<file path="config.mk">
export PLATFORM = sky130hd
export DESIGN_NAME = charge_cycle_controller
export DESIGN_NICKNAME = d
export VERILOG_FILES = /design/src/design/charge_cycle_controller.v
export VERILOG_INCLUDE_DIRS = /design/src /design/src/design
export SDC_FILE = /design/constraint.sdc
export NUM_CORES = 1
export LEC_CHECK = 0
export ABC_AREA = 1
export BUFFER_PORTS_ARGS = -buffer_cell sky130_fd_sc_hd__buf_2
export CAP_MARGIN = 20
export CORE_ASPECT_RATIO = 0.7
export CORE_MARGIN = 2
export CORE_UTILIZATION = 40
export DETAILED_ROUTE_END_ITERATION = 6
export PLACE_DENSITY_LB_ADDON = 0.3
export SLEW_MARGIN = 10
export SYNTH_ARGS = -nofsm -noshare
export SYNTH_HDL_FRONTEND = slang
export SYNTH_SLANG_ARGS = --single-unit
</file>
<file path="constraint.sdc">
create_clock -name SYS_CLK -period 11.72 [get_ports SYS_CLK]
set_input_delay 2.344 -clock SYS_CLK [delete_from_list [all_inputs] [get_ports SYS_CLK]]
set_output_delay 2.344 -clock SYS_CLK [all_outputs]
set_load 0.1 [all_outputs]
</file>
<file path="src/design/charge_cycle_map.vh">
// Register offsets, field positions, reset values and timing counts of the charge controller
`ifndef CHARGE_CYCLE_MAP_VH
`define CHARGE_CYCLE_MAP_VH
// Register byte offsets
`define OFS_CTRL 12'h000
`define OFS_VREG 12'h004
`define OFS_CURRENT 12'h008
`define OFS_ITERM 12'h00c
`define OFS_TIMER 12'h010
`define OFS_COMP 12'h014
`define OFS_MON 12'h018
`define OFS_STATUS 12'h01c
`define OFS_ADC 12'h020
// Control register bits
`define CTRL_CHG_EN 0
`define CTRL_TERM_EN 1
`define CTRL_SW_OFF 2
`define CTRL_IND_OFF 3
`define CTRL_RECHG_SEL 4
`define CTRL_WARM_VSEL 5
`define CTRL_COOL_ISEL 6
`define CTRL_JEITA_EN 7
`define CTRL_BOOST_HOT_LO 8
`define CTRL_BOOST_COLD_THRESHOLD_SELECT 10
// Timer register bits
`define TMR_EN 0
`define TMR_HALF_EN 1
`define TMR_SEL_LO 2
// Monitor register bits
`define MON_TRIG 0
`define MON_CONT 1
// Reset values: 4.208 V, 2.048 A, 128 mA precharge, 256 mA termination (mV / mA)
`define RST_CTRL 12'h083
`define RST_VREG 16'd4208
`define RST_FAST_CHARGE_CURRENT_SETTING 16'd2048
`define RST_IPRE 16'd128
`define RST_ITERM 16'd256
`define RST_TIMER 4'hc
// Battery voltage thresholds in mV, short-battery current in mA
`define VBAT_SHORT 16'd2000
`define VBAT_PRE 16'd3000
`define VBAT_LOWV 16'd3000
`define WARM_DROP 16'd200
`define RECHG_LO 16'd100
`define RECHG_HI 16'd200
`define I_SHORT 16'd100
// Charge phase codes and timer fault code
`define PH_DIS 2'b00
`define PH_PRE 2'b01
`define PH_FAST 2'b10
`define PH_DONE 2'b11
`define FAULT_TIMER 2'b11
// Timing
`define CLK_HZ 50000000
`define ALERT_US 256
`define ALERT_CYC (`ALERT_US * (`CLK_HZ / 1000000))
`define SEC_CYC `CLK_HZ
`define BLINK_CYC (`CLK_HZ / 2)
`define CONV_S 1
`define LOW_BAT_H 4
`endif

</file>
<file path="src/design/charge_cycle_controller.v">
// Charge cycle controller: qualification, phase, termination, safety timer, status and monitor
//
// The register offsets and register access over APB are this design's own decisions.
`include "charge_cycle_map.vh"

// Operation
// - Enabled bit and low pin run autonomous cycle
// - Start needs converter, enable, current, no faults
// - Reset defaults for voltage, currents, profile, timer
// - Terminate on low current, high voltage, no regulation
// - Full battery below recharge threshold restarts charging
// - Toggling pin or enable bit restarts after done
// - Indicator low charging, high done, blinks fault
// - Phase field 00 disabled 01 pre 10 fast 11
// - Completion sets done and pulses host alert
// - Each host alert is one 256 us pulse
// - Current picked from battery voltage bands
// - Regulation blocks termination, halves timer rate
// - After termination switch off, supplement still allowed
// - Termination enable cleared prevents termination
// - Regulation voltage plus min of compensation, clamp
// - Charge only inside thermistor window, pause outside
// - Warm drops 200 mV; cool cuts current
// - Boost suspended outside cold/hot window unless 11
// - Timer four hours below low battery, else select
// - Timer expiry sets fault 11 and alerts
// - Half-rate disable counts full rate always
// - One-shot trigger stays set until conversion completes
// - Continuous mode converts each second while selected
module charge_cycle_controller #(
	parameter SEC_CYCLES = `SEC_CYC,
	parameter BLINK_CYCLES = `BLINK_CYC
) (
	input wire SYS_CLK,
	input wire NRST,
	input wire [31:0] PADDR,
	input wire PSEL,
	input wire PENABLE,
	input wire PWRITE,
	input wire [31:0] PWDATA,
	input wire [3:0] PSTRB,
	output wire [31:0] PRDATA,
	output wire PREADY,
	output wire PSLVERR,
	input wire CHARGE_ENABLE_N,
	input wire CONVERTER_STARTED,
	input wire [15:0] VBAT_MV,
	input wire [15:0] IBAT_MA,
	input wire INPUT_CURRENT_LIMIT,
	input wire INPUT_VOLTAGE_LIMIT,
	input wire THERMAL_REG,
	input wire THERM_COLD,
	input wire THERM_COOL,
	input wire THERM_WARM,
	input wire THERM_HOT,
	input wire BOOST_COLD,
	input wire BOOST_HOT,
	input wire BOOST_REQUEST,
	input wire CONV_DONE,
	input wire [15:0] CONV_RESULT,
	output reg CHARGING,
	output reg BATTERY_SWITCH_ON,
	output reg BOOST_RUN,
	output reg [15:0] FAST_CHARGE_CURRENT_SETTING_TARGET_MA,
	output reg [15:0] VREG_TARGET_MV,
	output reg MONITOR_CONVERSION_TRIGGER,
	output reg ALERT,
	output reg STAT_OUT,
	output reg STAT_OE
);
	localparam ST_IDLE = 2'd0;
	localparam ST_CHG = 2'd1;
	localparam ST_DONE = 2'd2;
	localparam ST_FAULT = 2'd3;
	// Alert load kept 32 bits wide so the cut to the counter width is explicit
	localparam [31:0] ALERT_LOAD = `ALERT_CYC;

	reg [11:0] ctrl_q; // Control bits
	reg [15:0] vreg_q; // Programmed regulation voltage, mV
	reg [15:0] fast_charge_current_setting_q; // Fast charge current, mA
	reg [15:0] ipre_q; // Precharge current, mA
	reg [15:0] iterm_q; // Termination current, mA
	reg [5:0] timer_q; // Timer enable, half rate, duration hours
	reg [7:0] comp_r_q; // Compensation resistance, mOhm
	reg [7:0] comp_clamp_q; // Compensation voltage clamp, mV
	reg trig_q; // Monitor conversion trigger
	reg cont_q; // Monitor continuous select
	reg [15:0] adc_q; // Last conversion result
	reg [1:0] state_q; // Charge cycle state
	reg [1:0] phase_q; // Charge phase field
	reg [1:0] fault_q; // Charge fault field
	reg pin_q; // Previous pin enable level
	reg en_q; // Previous combined enable
	reg [25:0] sec_q; // One second timebase
	reg half_q; // Half-rate tick parity
	reg [15:0] secs_q; // Seconds spent in cycle
	reg [14:0] alert_q; // Alert pulse countdown
	reg [24:0] blink_q; // Indicator blink divider
	reg blink_lvl_q; // Blink phase
	reg [25:0] conv_q; // Continuous conversion interval
	reg conv_busy_q; // Conversion in progress

	wire wr = PSEL & PENABLE & PWRITE;
	wire [11:0] addr = PADDR[11:0];
	wire chg_en = ctrl_q[`CTRL_CHG_EN] & ~CHARGE_ENABLE_N;
	wire therm_ok = ~THERM_COLD & ~THERM_HOT;
	// Any regulation loop active
	wire regulating = INPUT_CURRENT_LIMIT | INPUT_VOLTAGE_LIMIT | THERMAL_REG;
	wire can_start = CONVERTER_STARTED & chg_en & (fast_charge_current_setting_q != 16'h0000) & therm_ok
		& (fault_q == 2'b00) & ~ctrl_q[`CTRL_SW_OFF];
	wire [15:0] rechg_mv = vreg_q - (ctrl_q[`CTRL_RECHG_SEL] ? `RECHG_HI : `RECHG_LO);
	// Termination needs all three conditions and the enable bit
	wire term_hit = (IBAT_MA < iterm_q) & (VBAT_MV > rechg_mv) & ~regulating
		& ctrl_q[`CTRL_TERM_EN];
	// Timebase wraps once per second
	wire sec_tick = (sec_q == SEC_CYCLES - 1);
	// Low battery forces the short fixed window
	wire [15:0] limit_s = (VBAT_MV < `VBAT_LOWV) ? ({12'h000, 4'd`LOW_BAT_H} * 16'd3600)
		: ({12'h000, timer_q[5:2]} * 16'd3600);
	wire timer_step = sec_tick & (~(regulating & timer_q[`TMR_HALF_EN]) | half_q);
	wire timer_exp = timer_q[`TMR_EN] & (secs_q >= limit_s);
	// Enable edge restarts a finished cycle
	wire restart = chg_en & ~en_q;
	// Compensation: current times resistance, clamped
	wire [23:0] comp_prod = IBAT_MA * comp_r_q; // mA*mOhm, product in uV
	wire [15:0] comp_mv = comp_prod[23:10]; // Approximate /1000 by shift
	wire [15:0] comp_eff = (comp_mv < {8'h00, comp_clamp_q}) ? comp_mv : {8'h00, comp_clamp_q};
	reg [31:0] rdata;

	// Zero wait states; no error responses
	assign PREADY = 1'b1;
	assign PSLVERR = 1'b0;
	assign PRDATA = rdata;

	// Register readback; unmapped addresses read zero
	always @* begin
		case (addr)
			`OFS_CTRL: rdata = {20'h00000, ctrl_q};
			`OFS_VREG: rdata = {16'h0000, vreg_q};
			`OFS_CURRENT: rdata = {ipre_q, fast_charge_current_setting_q};
			`OFS_ITERM: rdata = {16'h0000, iterm_q};
			`OFS_TIMER: rdata = {26'h0000000, timer_q};
			`OFS_COMP: rdata = {16'h0000, comp_clamp_q, comp_r_q};
			`OFS_MON: rdata = {30'h00000000, cont_q, trig_q};
			`OFS_STATUS: rdata = {26'h0000000, state_q, fault_q, phase_q};
			`OFS_ADC: rdata = {16'h0000, adc_q};
			default: rdata = 32'h00000000;
		endcase
	end

	// Configuration registers written at the APB access edge
	always @(posedge SYS_CLK) begin
		if (!NRST) begin
			ctrl_q <= `RST_CTRL;
			vreg_q <= `RST_VREG;
			fast_charge_current_setting_q <= `RST_FAST_CHARGE_CURRENT_SETTING;
			ipre_q <= `RST_IPRE;
			iterm_q <= `RST_ITERM;
			timer_q <= {`RST_TIMER, 2'b11}; // 12 hours, timer and half rate on
			comp_r_q <= 8'h00;
			comp_clamp_q <= 8'h00;
		end else if (wr) begin
			case (addr)
				`OFS_CTRL: ctrl_q <= PWDATA[11:0];
				`OFS_VREG: vreg_q <= PWDATA[15:0];
				`OFS_CURRENT: begin
					fast_charge_current_setting_q <= PWDATA[15:0];
					ipre_q <= PWDATA[31:16];
				end
				`OFS_ITERM: iterm_q <= PWDATA[15:0];
				`OFS_TIMER: timer_q <= PWDATA[5:0];
				`OFS_COMP: begin
					comp_r_q <= PWDATA[7:0];
					comp_clamp_q <= PWDATA[15:8];
				end
				default: ;
			endcase
		end
	end

	// Charge cycle state machine with safety timer
	always @(posedge SYS_CLK) begin
		if (!NRST) begin
			state_q <= ST_IDLE;
			phase_q <= `PH_DIS;
			fault_q <= 2'b00;
			secs_q <= 16'h0000;
			sec_q <= 26'h0000000;
			half_q <= 1'b0;
			en_q <= 1'b0;
			pin_q <= 1'b1;
		end else begin
			en_q <= chg_en;
			pin_q <= CHARGE_ENABLE_N;
			sec_q <= sec_tick ? 26'h0000000 : sec_q + 26'h0000001;
			if (sec_tick && regulating)
				half_q <= ~half_q;
			// Reading status clears the fault field, but only outside ST_FAULT
			if (PSEL && PENABLE && !PWRITE && addr == `OFS_STATUS && state_q != ST_FAULT)
				fault_q <= 2'b00;
			case (state_q)
				ST_IDLE: begin
					phase_q <= `PH_DIS;
					secs_q <= 16'h0000;
					if (can_start) begin
						state_q <= ST_CHG;
						phase_q <= (VBAT_MV > `VBAT_PRE) ? `PH_FAST : `PH_PRE;
					end
				end
				ST_CHG: begin
					if (!chg_en) begin
						state_q <= ST_IDLE;
					end else if (timer_exp) begin
						state_q <= ST_FAULT;
						fault_q <= `FAULT_TIMER;
					end else if (term_hit) begin
						state_q <= ST_DONE;
						phase_q <= `PH_DONE;
					end else begin
						if (therm_ok && timer_step)
							secs_q <= secs_q + 16'h0001;
						if (VBAT_MV > `VBAT_PRE)
							phase_q <= `PH_FAST;
					end
				end
				ST_DONE: begin
					secs_q <= 16'h0000;
					// A restart must requalify like any new cycle
					if ((restart || (chg_en && VBAT_MV < rechg_mv)) && can_start) begin
						state_q <= ST_CHG;
						phase_q <= (VBAT_MV > `VBAT_PRE) ? `PH_FAST : `PH_PRE;
					end else if (!chg_en) begin
						state_q <= ST_IDLE;
					end
				end
				ST_FAULT: begin
					phase_q <= `PH_DIS;
					if (!chg_en) begin
						state_q <= ST_IDLE;
						fault_q <= 2'b00;
					end
				end
				default: state_q <= ST_IDLE;
			endcase
		end
	end

	// Targets for the analog loops
	always @(posedge SYS_CLK) begin
		if (!NRST) begin
			CHARGING <= 1'b0;
			BATTERY_SWITCH_ON <= 1'b1;
			FAST_CHARGE_CURRENT_SETTING_TARGET_MA <= 16'h0000;
			VREG_TARGET_MV <= `RST_VREG;
			BOOST_RUN <= 1'b0;
		end else begin
			CHARGING <= (state_q == ST_CHG) & therm_ok;
			// Switch off after done; supplement can still turn it on
			BATTERY_SWITCH_ON <= (state_q == ST_CHG) | ~CONVERTER_STARTED
				| (VBAT_MV > VREG_TARGET_MV);
			if (VBAT_MV < `VBAT_SHORT)
				FAST_CHARGE_CURRENT_SETTING_TARGET_MA <= `I_SHORT;
			else if (VBAT_MV <= `VBAT_PRE)
				FAST_CHARGE_CURRENT_SETTING_TARGET_MA <= ipre_q;
			else if (ctrl_q[`CTRL_JEITA_EN] && THERM_COOL)
				FAST_CHARGE_CURRENT_SETTING_TARGET_MA <= ctrl_q[`CTRL_COOL_ISEL] ? {1'b0, fast_charge_current_setting_q[15:1]}
					: fast_charge_current_setting_q / 16'd5;
			else
				FAST_CHARGE_CURRENT_SETTING_TARGET_MA <= fast_charge_current_setting_q;
			VREG_TARGET_MV <= vreg_q + comp_eff
				- ((ctrl_q[`CTRL_JEITA_EN] && THERM_WARM && !ctrl_q[`CTRL_WARM_VSEL])
				? `WARM_DROP : 16'h0000);
			// Boost check off when the hot select is 11
			BOOST_RUN <= BOOST_REQUEST & ((ctrl_q[`CTRL_BOOST_HOT_LO+1:`CTRL_BOOST_HOT_LO] == 2'b11)
				| (~BOOST_COLD & ~BOOST_HOT));
		end
	end

	// Alert pulse and charge indicator
	always @(posedge SYS_CLK) begin
		if (!NRST) begin
			alert_q <= 15'h0000;
			ALERT <= 1'b0;
			blink_q <= 25'h0000000;
			blink_lvl_q <= 1'b0;
			STAT_OUT <= 1'b0;
			STAT_OE <= 1'b0;
		end else begin
			// A new event restarts the pulse rather than stretching two
			if ((state_q == ST_CHG) && (term_hit || timer_exp) && chg_en)
				alert_q <= ALERT_LOAD[14:0];
			else if (alert_q != 15'h0000)
				alert_q <= alert_q - 15'h0001;
			ALERT <= (alert_q != 15'h0000);
			blink_q <= (blink_q == BLINK_CYCLES - 1) ? 25'h0000000 : blink_q + 25'h0000001;
			if (blink_q == BLINK_CYCLES - 1)
				blink_lvl_q <= ~blink_lvl_q;
			STAT_OUT <= 1'b0;
			// Open drain: enable pulls low, released reads high
			// Disable bit releases the pin entirely
			if (ctrl_q[`CTRL_IND_OFF])
				STAT_OE <= 1'b0;
			else if (state_q == ST_FAULT || (state_q == ST_CHG && !therm_ok))
				STAT_OE <= blink_lvl_q;
			else
				STAT_OE <= (state_q == ST_CHG);
		end
	end

	// Battery monitor sequencing
	always @(posedge SYS_CLK) begin
		if (!NRST) begin
			trig_q <= 1'b0;
			cont_q <= 1'b0;
			adc_q <= 16'h0000;
			conv_q <= 26'h0000000;
			conv_busy_q <= 1'b0;
			MONITOR_CONVERSION_TRIGGER <= 1'b0;
		end else begin
			MONITOR_CONVERSION_TRIGGER <= 1'b0;
			conv_q <= (conv_q == SEC_CYCLES - 1) ? 26'h0000000 : conv_q + 26'h0000001;
			if (CONV_DONE && conv_busy_q) begin
				adc_q <= CONV_RESULT;
				conv_busy_q <= 1'b0;
				if (!cont_q)
					trig_q <= 1'b0;
			end
			if (wr && addr == `OFS_MON) begin
				cont_q <= PWDATA[`MON_CONT];
				if (PWDATA[`MON_TRIG] || PWDATA[`MON_CONT]) begin
					trig_q <= 1'b1;
					conv_busy_q <= 1'b1;
					MONITOR_CONVERSION_TRIGGER <= 1'b1;
					conv_q <= 26'h0000000;
				end else if (!PWDATA[`MON_CONT] && !conv_busy_q) begin
					trig_q <= 1'b0;
				end
			end else if (cont_q && conv_q == SEC_CYCLES - 1) begin
				trig_q <= 1'b1;
				conv_busy_q <= 1'b1;
				MONITOR_CONVERSION_TRIGGER <= 1'b1;
			end
		end
	end
endmodule

</file>
==> reports/qor.txt, run 1 <==
Dpl ws - -684.0 ps
Detailed route wirelength on metal3 - 3.722 mm
Worst setup path class - input pin to flip-flop
Area Growth Syn to Fin - 15.77%
Drt pass-1 iters - 5
CP Capture Type - flip-flop
Iter 0 DRT Violations - 1428
Tmin final - 11270 ps
CP Launch Type - input pin
Post-layout total power - 2.312 mW
Placer Congestion - 0.9217
Largest net degree at the start of global routing - 87
Initial Util - 0.4063
Leak pwr - 10.84 nW
First-pass GRT wire length - 92.13 mm
Antenna-violating nets left - 0
Die width - 267.8 µm
Clk pin slew, worst setup/hold paths - 60 ps
CTS sink cnt - 272
Core Region - 47950 µm²
Worst slew pin tran - 1129 ps
Setup ws final - 450.6 ps
FP Rows - 67
Final WL - 58.24 mm
Number of global-route vias before repair - 17550
Top layer in use - met5
Slew headroom - 0.2412
Die Ht - 188.7 µm
CTS tree - yes
Routed WL per cell - 16.37 µm
Nets - 3257
CP max-delay cell - fa_1
Seq cells post-synth - 272
Post-synth cell types - 58
PortBufs - 179
Final Hold Viols - 0
Routed vias - 18330
Critical path's largest stage delay - 590 ps
Syn avg cell area - 7.232 µm²
DRC violations left - 0
Clock root buffer - clkbuf_16
Final setup viols - 0
Worst vdd ir - 101.6 µV
Post-Route M1 WL - 26.84 mm
Commonest non-fill, non-tap cell in the layout - inv_1
Initial antenna violation count - 3
Setup Skew - 25.86 ps
HP Class - flip-flop to flip-flop
Hold buffers post-CTS - 0
Dpl hpwl - 45.35 mm
Num CTS Buffers - 29
Max_cap viols - 0
Setup_tns - 0 ps
Io pins - 207
CTS max path bufs - 3
Syn Inst Count - 2694
RSZ-0062 raised after global routing - yes
Most frequent cells in the layout - inv_1 (477), nand2_1 (431), dfxtp_1 (272)
Worst skew pair latency - 600 ps
Cell Pwr Density - 102.5 nW/µm²
Critical Path AT - 11790 ps
Status - finished clean
Routed wl met2 - 25.95 mm
Total track usage - 0.2268
Die ar. - 50520 µm²
Mapped Area - 19480 µm²
Max Slew Vio Count - 0
Share of layout cells above drive strength 1 - 0.1496
Worst-path fanout max - 3
Vias per cell - 5.154
Required time of the worst setup path - 12240 ps
FILL cells - 4750
Crit share post-route - 0.9616
Register area share after synthesis - 0.2795
Max Fclk - 88.74 MHz
H-tree Lvls - 1
Reg-to-reg slack, setup - 1730 ps
Synth Warn # - 0
Grt ovf - 0
state kept, by name, indices dropped and copies added, names as in the netlist, 2 cells and up:
name / cells
FAST_CHARGE_CURRENT_SETTING_TARGET_MA: 16
VREG_TARGET_MV: 16
adc_q: 16
alert_q: 15
blink_q: 25
comp_clamp_q: 8
comp_r_q: 8
conv_q: 26
ctrl_q: 12
fast_charge_current_setting_q: 16
fault_q: 2
ipre_q: 16
iterm_q: 16
phase_q: 2
sec_q: 26
secs_q: 16
state_q: 2
timer_q: 6
vreg_q: 16
cell type report:
class,count,area [µm²],area share
inverters,513,1926,0.08537
clock buffers,38,829.5,0.03678
repair buffers,241,1408,0.06240
diodes,1,2.502,0.0001109
multi-input cells,1822,11930,0.5290
flip-flops and latches,272,5445,0.2414
well taps,655,819.5,0.03633
clock inverters,15,195.2,0.008653
worst max-delay path, delay by kind of cell:
kind,cells,cell delay (ps)
compound gates,24,3490
xor+xnor,1,180
fa+ha+maj,7,2970
buf+inv,13,840
simple gates,21,1930
Yosys cell counts (all sizes together):
master     n  area [µm²]
xnor2     16       140.1
nor4      20       125.1
a311oi     1       8.760
or3        2       12.51
and3       2       12.51
ha       154        1927
o41ai      1       8.760
nand2    476        1932
o21bai     8       63.81
or2       14       87.59
conb       2       7.510
nor3b     12       90.09
o21a      11       82.58
xor2      40       350.3
o31ai      2       15.01
o2111ai    4       35.03
fa        90        1802
a41oi      1       8.760
clkinv     4       15.01
dfxtp    272        5445
a211o      1       8.760
a21o       2       15.01
a21oi    231        1171
a221oi    26       227.7
o211ai    18       135.1
or4        1       7.510
o21ai    165       837.1
and2       1       6.260
nor2     214       803.3
nor4b      1       8.760
clkbuf    86       324.1
o221ai     3       26.28
buf        8       41.29
nand3b     2       15.01
a21boi     1       7.510
mux2i      1       10.01
nor3      52       260.3
nand4     39       250.2
o22ai     27       168.9
a31o       1       8.760
a211oi    42       315.3
nand3    125       718.2
inv      509        1911
a31oi      6       37.54
path summary, 6_finish.rpt:
kind,cells past startpoint,endpoint,startpoint
worst max-delay path,66,VREG_TARGET_MV[14],IBAT_MA[3]
worst min-delay path,1,conv_q[0],conv_q[0]
worst max register to register,68,VREG_TARGET_MV[14],comp_r_q[3]
worst min register to register,1,conv_q[0],conv_q[0]
layer usage:
layer | up-vias | global-route usage
li1 | 9134 | -
met1 | 8593 | 0.3114
met2 | 490 | 0.3652
met3 | 111 | 0.04012
met4 | 4 | 0.06317
met5 | - | 0
cell families (layout without fill, tap and decap cells):
logic type                 count (synthesis)  after routing  synth area share
muxes                                      1              1         0.0005138
other                                      2             10         0.0003855
buffers and inverters                    607            807            0.1176
adders and majority gates                244            244            0.1914
xor gates and xnor gates                  56             56           0.02517
DFF                                      272            272            0.2795
and+or+nand+nor                          961            961            0.2222
AOI/OAI and AO/OA                        551            551            0.1633
repair_timing:
action / in CTS / in global routing
pin swaps: 0 / 50
resized for setup: 2 / 57
setup endpoints to repair: 1 / 6
gates cloned: 0 / 0
buffers inserted: 0 / 6
power by group:
| part | leakage, nW | internal (mW) | total [mW] | switching, mW |
|---|---|---|---|---|
| Clock | 0.508 | 0.587 | 0.992 | 0.406 |
| Sequential | 2.20 | 0.955 | 0.978 | 0.0225 |
| Combinational | 8.13 | 0.113 | 0.341 | 0.228 |
| Total | 10.8 | 1.66 | 2.31 | 0.656 |
through the flow:
stage          instance area (µm²)  utilization  hold slack, ps  instances
2_1_floorplan                19510            -           392.5       2701
3_3_place_gp                 21300       0.4441           428.5       3497
3_5_place_dp                 21300       0.4441           437.9       3497
4_1_cts                      22330       0.4656           449.2       3550
5_1_grt                      22550       0.4704           466.3       3556
6_report                     22560       0.4704           446.4       3557
Note: power is estimated with default switching activity, not from simulation.
==> inputs of run 2 (changes only) <==
==> constraint.sdc (replaced) <==
create_clock -name SYS_CLK -period 14.43 [get_ports SYS_CLK]
set_input_delay 2.886 -clock SYS_CLK [delete_from_list [all_inputs] [get_ports SYS_CLK]]
set_output_delay 2.886 -clock SYS_CLK [all_outputs]
set_load 0.1 [all_outputs]
==> reports/qor.txt, run 2 (synthesis gave the netlist of run 1 again) <==
Largest net degree at the start of global routing - 103
CTS max path bufs - 3
Final setup viols - 0
Io pins - 207
RSZ-0062 raised after global routing - no
Core Region - 47950 µm²
Dpl ws - 1004 ps
Worst vdd ir - 85.48 µV
Worst skew pair latency - 590 ps
Die ar. - 50520 µm²
Worst setup path class - input pin to flip-flop
DRC violations left - 0
Number of global-route vias before repair - 17550
Area Growth Syn to Fin - 12.27%
Die Ht - 188.7 µm
CTS sink cnt - 272
Final Hold Viols - 0
Worst-path fanout max - 11
Die width - 267.8 µm
CP Capture Type - flip-flop
Num CTS Buffers - 28
Leak pwr - 10.49 nW
Post-layout total power - 1.815 mW
Initial Util - 0.4063
Status - finished clean
Cell Pwr Density - 82.97 nW/µm²
Clock root buffer - clkbuf_16
Busiest grt layer - met2
Initial antenna violation count - 3
Placed insts - 3450
CP Launch Type - input pin
FILL cells - 4787
Crit path depth - 64
RR Startpoint - comp_r_q[4]
Max Slew Vio Count - 0
Crit path launch - IBAT_MA[1]
Required time of the worst setup path - 14930 ps
Resize count post-CTS - 0
Antenna-violating nets left - 0
R2r endpoint - VREG_TARGET_MV[14]
Met2 Resource Use GR - 0.3610
Reg-to-reg slack, setup - 3220 ps
CTS tree - yes
FP Rows - 67
Commonest non-fill, non-tap cell in the layout - inv_1
Routed WL per cell - 16.36 µm
Max Fclk - 77.03 MHz
Setup_tns - 0 ps
Share of layout cells above drive strength 1 - 0.1174
Grt ovf - 0
PortBufs - 179
First-pass GRT wire length - 91.60 mm
CP max-delay cell - fa_1
Critical Path AT - 13480 ps
Total track usage - 0.2255
Finished Layout Cells - 3500
Final WL - 57.27 mm
Max_cap viols - 0
Setup ws final - 1448 ps
Clk pin slew, worst setup/hold paths - 70 ps
Worst reg-to-reg path cell count - 63
Critical Path Sink - VREG_TARGET_MV[14]
Delay-heaviest family, CP - compound AO/OA/AOI/OAI gates
Dpl hpwl - 44.66 mm
Critical path's largest stage delay - 560 ps
Vias per cell - 5.216
Nets - 3203
Final Util - 0.4562
Worst slew pin tran - 1085 ps
Most frequent cells in the layout - inv_1 (486), nand2_1 (436), dfxtp_1 (272)
GR Util met3 - 0.03790
HP Class - flip-flop to flip-flop
Crit share post-route - 0.8997
CP bufs+invs - 12
Drt pass-1 iters - 6
H-tree Lvls - 1
Hold buffers post-CTS - 0
Setup Skew - 20.18 ps
Placer Congestion - 0.9174
Slew headroom - 0.2755
Largest regs - conv_q (26), sec_q (26), blink_q (25)
Tmin final - 12980 ps
Routed vias - 18260
Setup bufs post-CTS - 0
Iter 0 DRT Violations - 1540
M1 GR Usage - 0.3121
-- run 2: changes by cell type in the layout (fill, tap and decap cells not counted), moves of 4 or more --
cell	change
a21oi_1	+10
a21oi_2	-9
buf_4	-48
buf_6	-5
inv_1	+9
inv_2	-9
nand2_1	+5
nand2_2	-4
o21ai_0	+5
-- run 2: layer usage --
layer / wire length [µm] / up-vias
li1: - / 9025
met1: 26210 / 8532
met2: 25010 / 584
met3: 4341 / 110
met4: 1674 / 4
met5: 28 / -
-- run 2: cell type report --
cell class	instances	area, µm²	share of cell area
Clock buffer	37	794.5	0.03632
Multi-Input combinational cell	1822	11770	0.5382
Inverter	513	1926	0.08803
Antenna cell	1	2.502	0.0001144
Timing Repair Buffer	188	965.9	0.04416
Sequential cell	272	5445	0.2489
Tap cell	655	819.5	0.03747
Clock inverter	12	147.6	0.006749
-- run 2: stage by stage --
step	hold WS, ps	area [µm²]
after floorplan	392.5	19510
after global placement	429.3	20930
after detailed placement	439.5	20930
after CTS	455.0	21870
after global routing	465.1	21870
final	450.6	21870
-- run 2: worst min-delay path by stage --
stage                           from         end  slack (ps)  depth (start not counted)
after detailed placement  blink_q[0]  blink_q[0]         440                          1
after floorplan            ctrl_q[3]     STAT_OE         390                          1
after CTS                   sec_q[0]    sec_q[0]         450                          1
after global placement      sec_q[0]    sec_q[0]         430                          1
final                      conv_q[0]   conv_q[0]         450                          1
after global routing      blink_q[0]  blink_q[0]         470                          1
-- run 2: report_power, final --
group	switching, mW	internal [mW]
logic	0.182	0.0846
clock network	0.330	0.425
registers	0.0182	0.776
total	0.530	1.29
==> inputs of run 3 (changes only) <==
--- a/config.mk
+++ b/config.mk
@@ -13,7 +13,9 @@
 export CORE_MARGIN = 2
 export CORE_UTILIZATION = 40
 export DETAILED_ROUTE_END_ITERATION = 6
+export MAX_ROUTING_LAYER = met4
 export PLACE_DENSITY_LB_ADDON = 0.3
+export RECOVER_POWER = 50
 export SLEW_MARGIN = 10
 export SYNTH_ARGS = -nofsm -noshare
 export SYNTH_HDL_FRONTEND = slang
==> reports/qor.txt, run 3 (synthesis gave the netlist of run 1 again) <==
Status - finished with violations
Failing checks - max-capacitance violations, max-slew violations
Grt ovf - 0
Clk pin slew, worst setup/hold paths - 70 ps
Cell Pwr Density - 83.89 nW/µm²
Clock root buffer - clkbuf_16
Total track usage - 0.2305
Required time of the worst setup path - 14920 ps
CP Capture Type - flip-flop
DRC violations left - 0
Nets - 3202
Dpl hpwl - 45.09 mm
Die ar. - 50520 µm²
Number of global-route vias before repair - 17290
Area Growth Syn to Fin - 12.05%
Worst setup path class - input pin to flip-flop
CTS sink cnt - 272
Share of layout cells above drive strength 1 - 0.1016
H-tree Lvls - 1
Setup Skew - 11.69 ps
Leak pwr - 10.35 nW
Placer Congestion - 0.9281
Final WL - 57.13 mm
Setup_tns - 0 ps
Routed WL per cell - 16.31 µm
Worst-path fanout max - 11
Crit share post-route - 0.9061
Routed vias - 18160
Initial Util - 0.4063
Antenna-violating nets left - 0
Die width - 267.8 µm
Final setup viols - 0
CP max-delay cell - fa_1
Slew headroom - -1.071
Final Hold Viols - 0
Critical Path AT - 13560 ps
First-pass GRT wire length - 90.82 mm
Die Ht - 188.7 µm
Iter 0 DRT Violations - 1515
CP Launch Type - input pin
Critical path's largest stage delay - 550 ps
Num CTS Buffers - 27
Worst skew pair latency - 570 ps
Commonest non-fill, non-tap cell in the layout - inv_1
Hold buffers post-CTS - 0
CTS tree - yes
RSZ-0062 raised after global routing - no
Drt pass-1 iters - 5
Max Fclk - 76.48 MHz
Largest regs - conv_q (26), sec_q (26), blink_q (25)
Setup bufs post-CTS - 0
FP Rows - 67
Worst slew pin tran - 3107 ps
Vias per cell - 5.186
Core Region - 47950 µm²
Max_cap viols - 2
Delay-heaviest family, CP - compound AO/OA/AOI/OAI gates
Tmin final - 13080 ps
Most frequent cells in the layout - inv_1 (486), nand2_1 (436), dfxtp_1 (272)
PortBufs - 179
HP Class - flip-flop to flip-flop
Io pins - 207
CTS max path bufs - 3
CP bufs+invs - 12
Initial antenna violation count - 3
Resize count post-CTS - 0
WHS - 445.6 ps
Worst vdd ir - 88.86 µV
Max Slew Vio Count - 85
Largest net degree at the start of global routing - 104
## run 3: worst paths after layout
kind / from / to / slack [ps] / cells past startpoint
min: sec_q[0] / sec_q[0] / 450 / 1
max reg2reg: comp_r_q[3] / VREG_TARGET_MV[14] / 3120 / 63
min reg2reg: sec_q[0] / sec_q[0] / 450 / 1
max: IBAT_MA[1] / VREG_TARGET_MV[14] / 1350 / 64
## run 3: area by class of cell
class	count	area, µm²
multi-input combinational	1822	11770
inverter	513	1926
clock inverter	11	172.7
timing repair buffer	188	899.6
antenna	3	7.507
clock buffer	38	787.0
sequential	272	5445
tap	655	819.5
fill	4884	26120
## run 3: worst register-to-register path: cells and delay by family (launching register included)
family,cells,cell delay [ps]
simple gates,20,2190
compound gates,24,4340
buf+inv,11,790
fa+ha+maj,7,2860
flops,1,850
xor+xnor,1,170
## run 3: layer usage
layer	global-route usage	share of wire	up-vias
met5	-	0	-
met4	0.05006	0.022	0
met3	0.03620	0.066	83
met2	0.3638	0.45	491
met1	0.3111	0.46	8560
li1	-	-	9028
## run 3: per-stage QoR
| stage | std cells | setup WS [ps] | utilization | power, mW | instance area, µm² |
|---|---|---|---|---|---|
| floorplan | 2701 | 2694 | - | 1.002 | 19510 |
| global placement | 3450 | 1078 | 0.4365 | 1.066 | 20930 |
| detailed placement | 3450 | 862.6 | 0.4365 | 1.076 | 20930 |
| CTS | 3499 | 1394 | 0.4565 | 1.847 | 21890 |
| global route | 3502 | 219.4 | 0.4553 | 1.905 | 21830 |
| finish | 3502 | 1355 | 0.4553 | 1.831 | 21830 |
## run 3: report_power, final
group / switching, mW / total (mW) / internal (mW)
Combinational: 0.182 / 0.265 / 0.0830
Clock: 0.319 / 0.772 / 0.453
Sequential: 0.0185 / 0.794 / 0.776
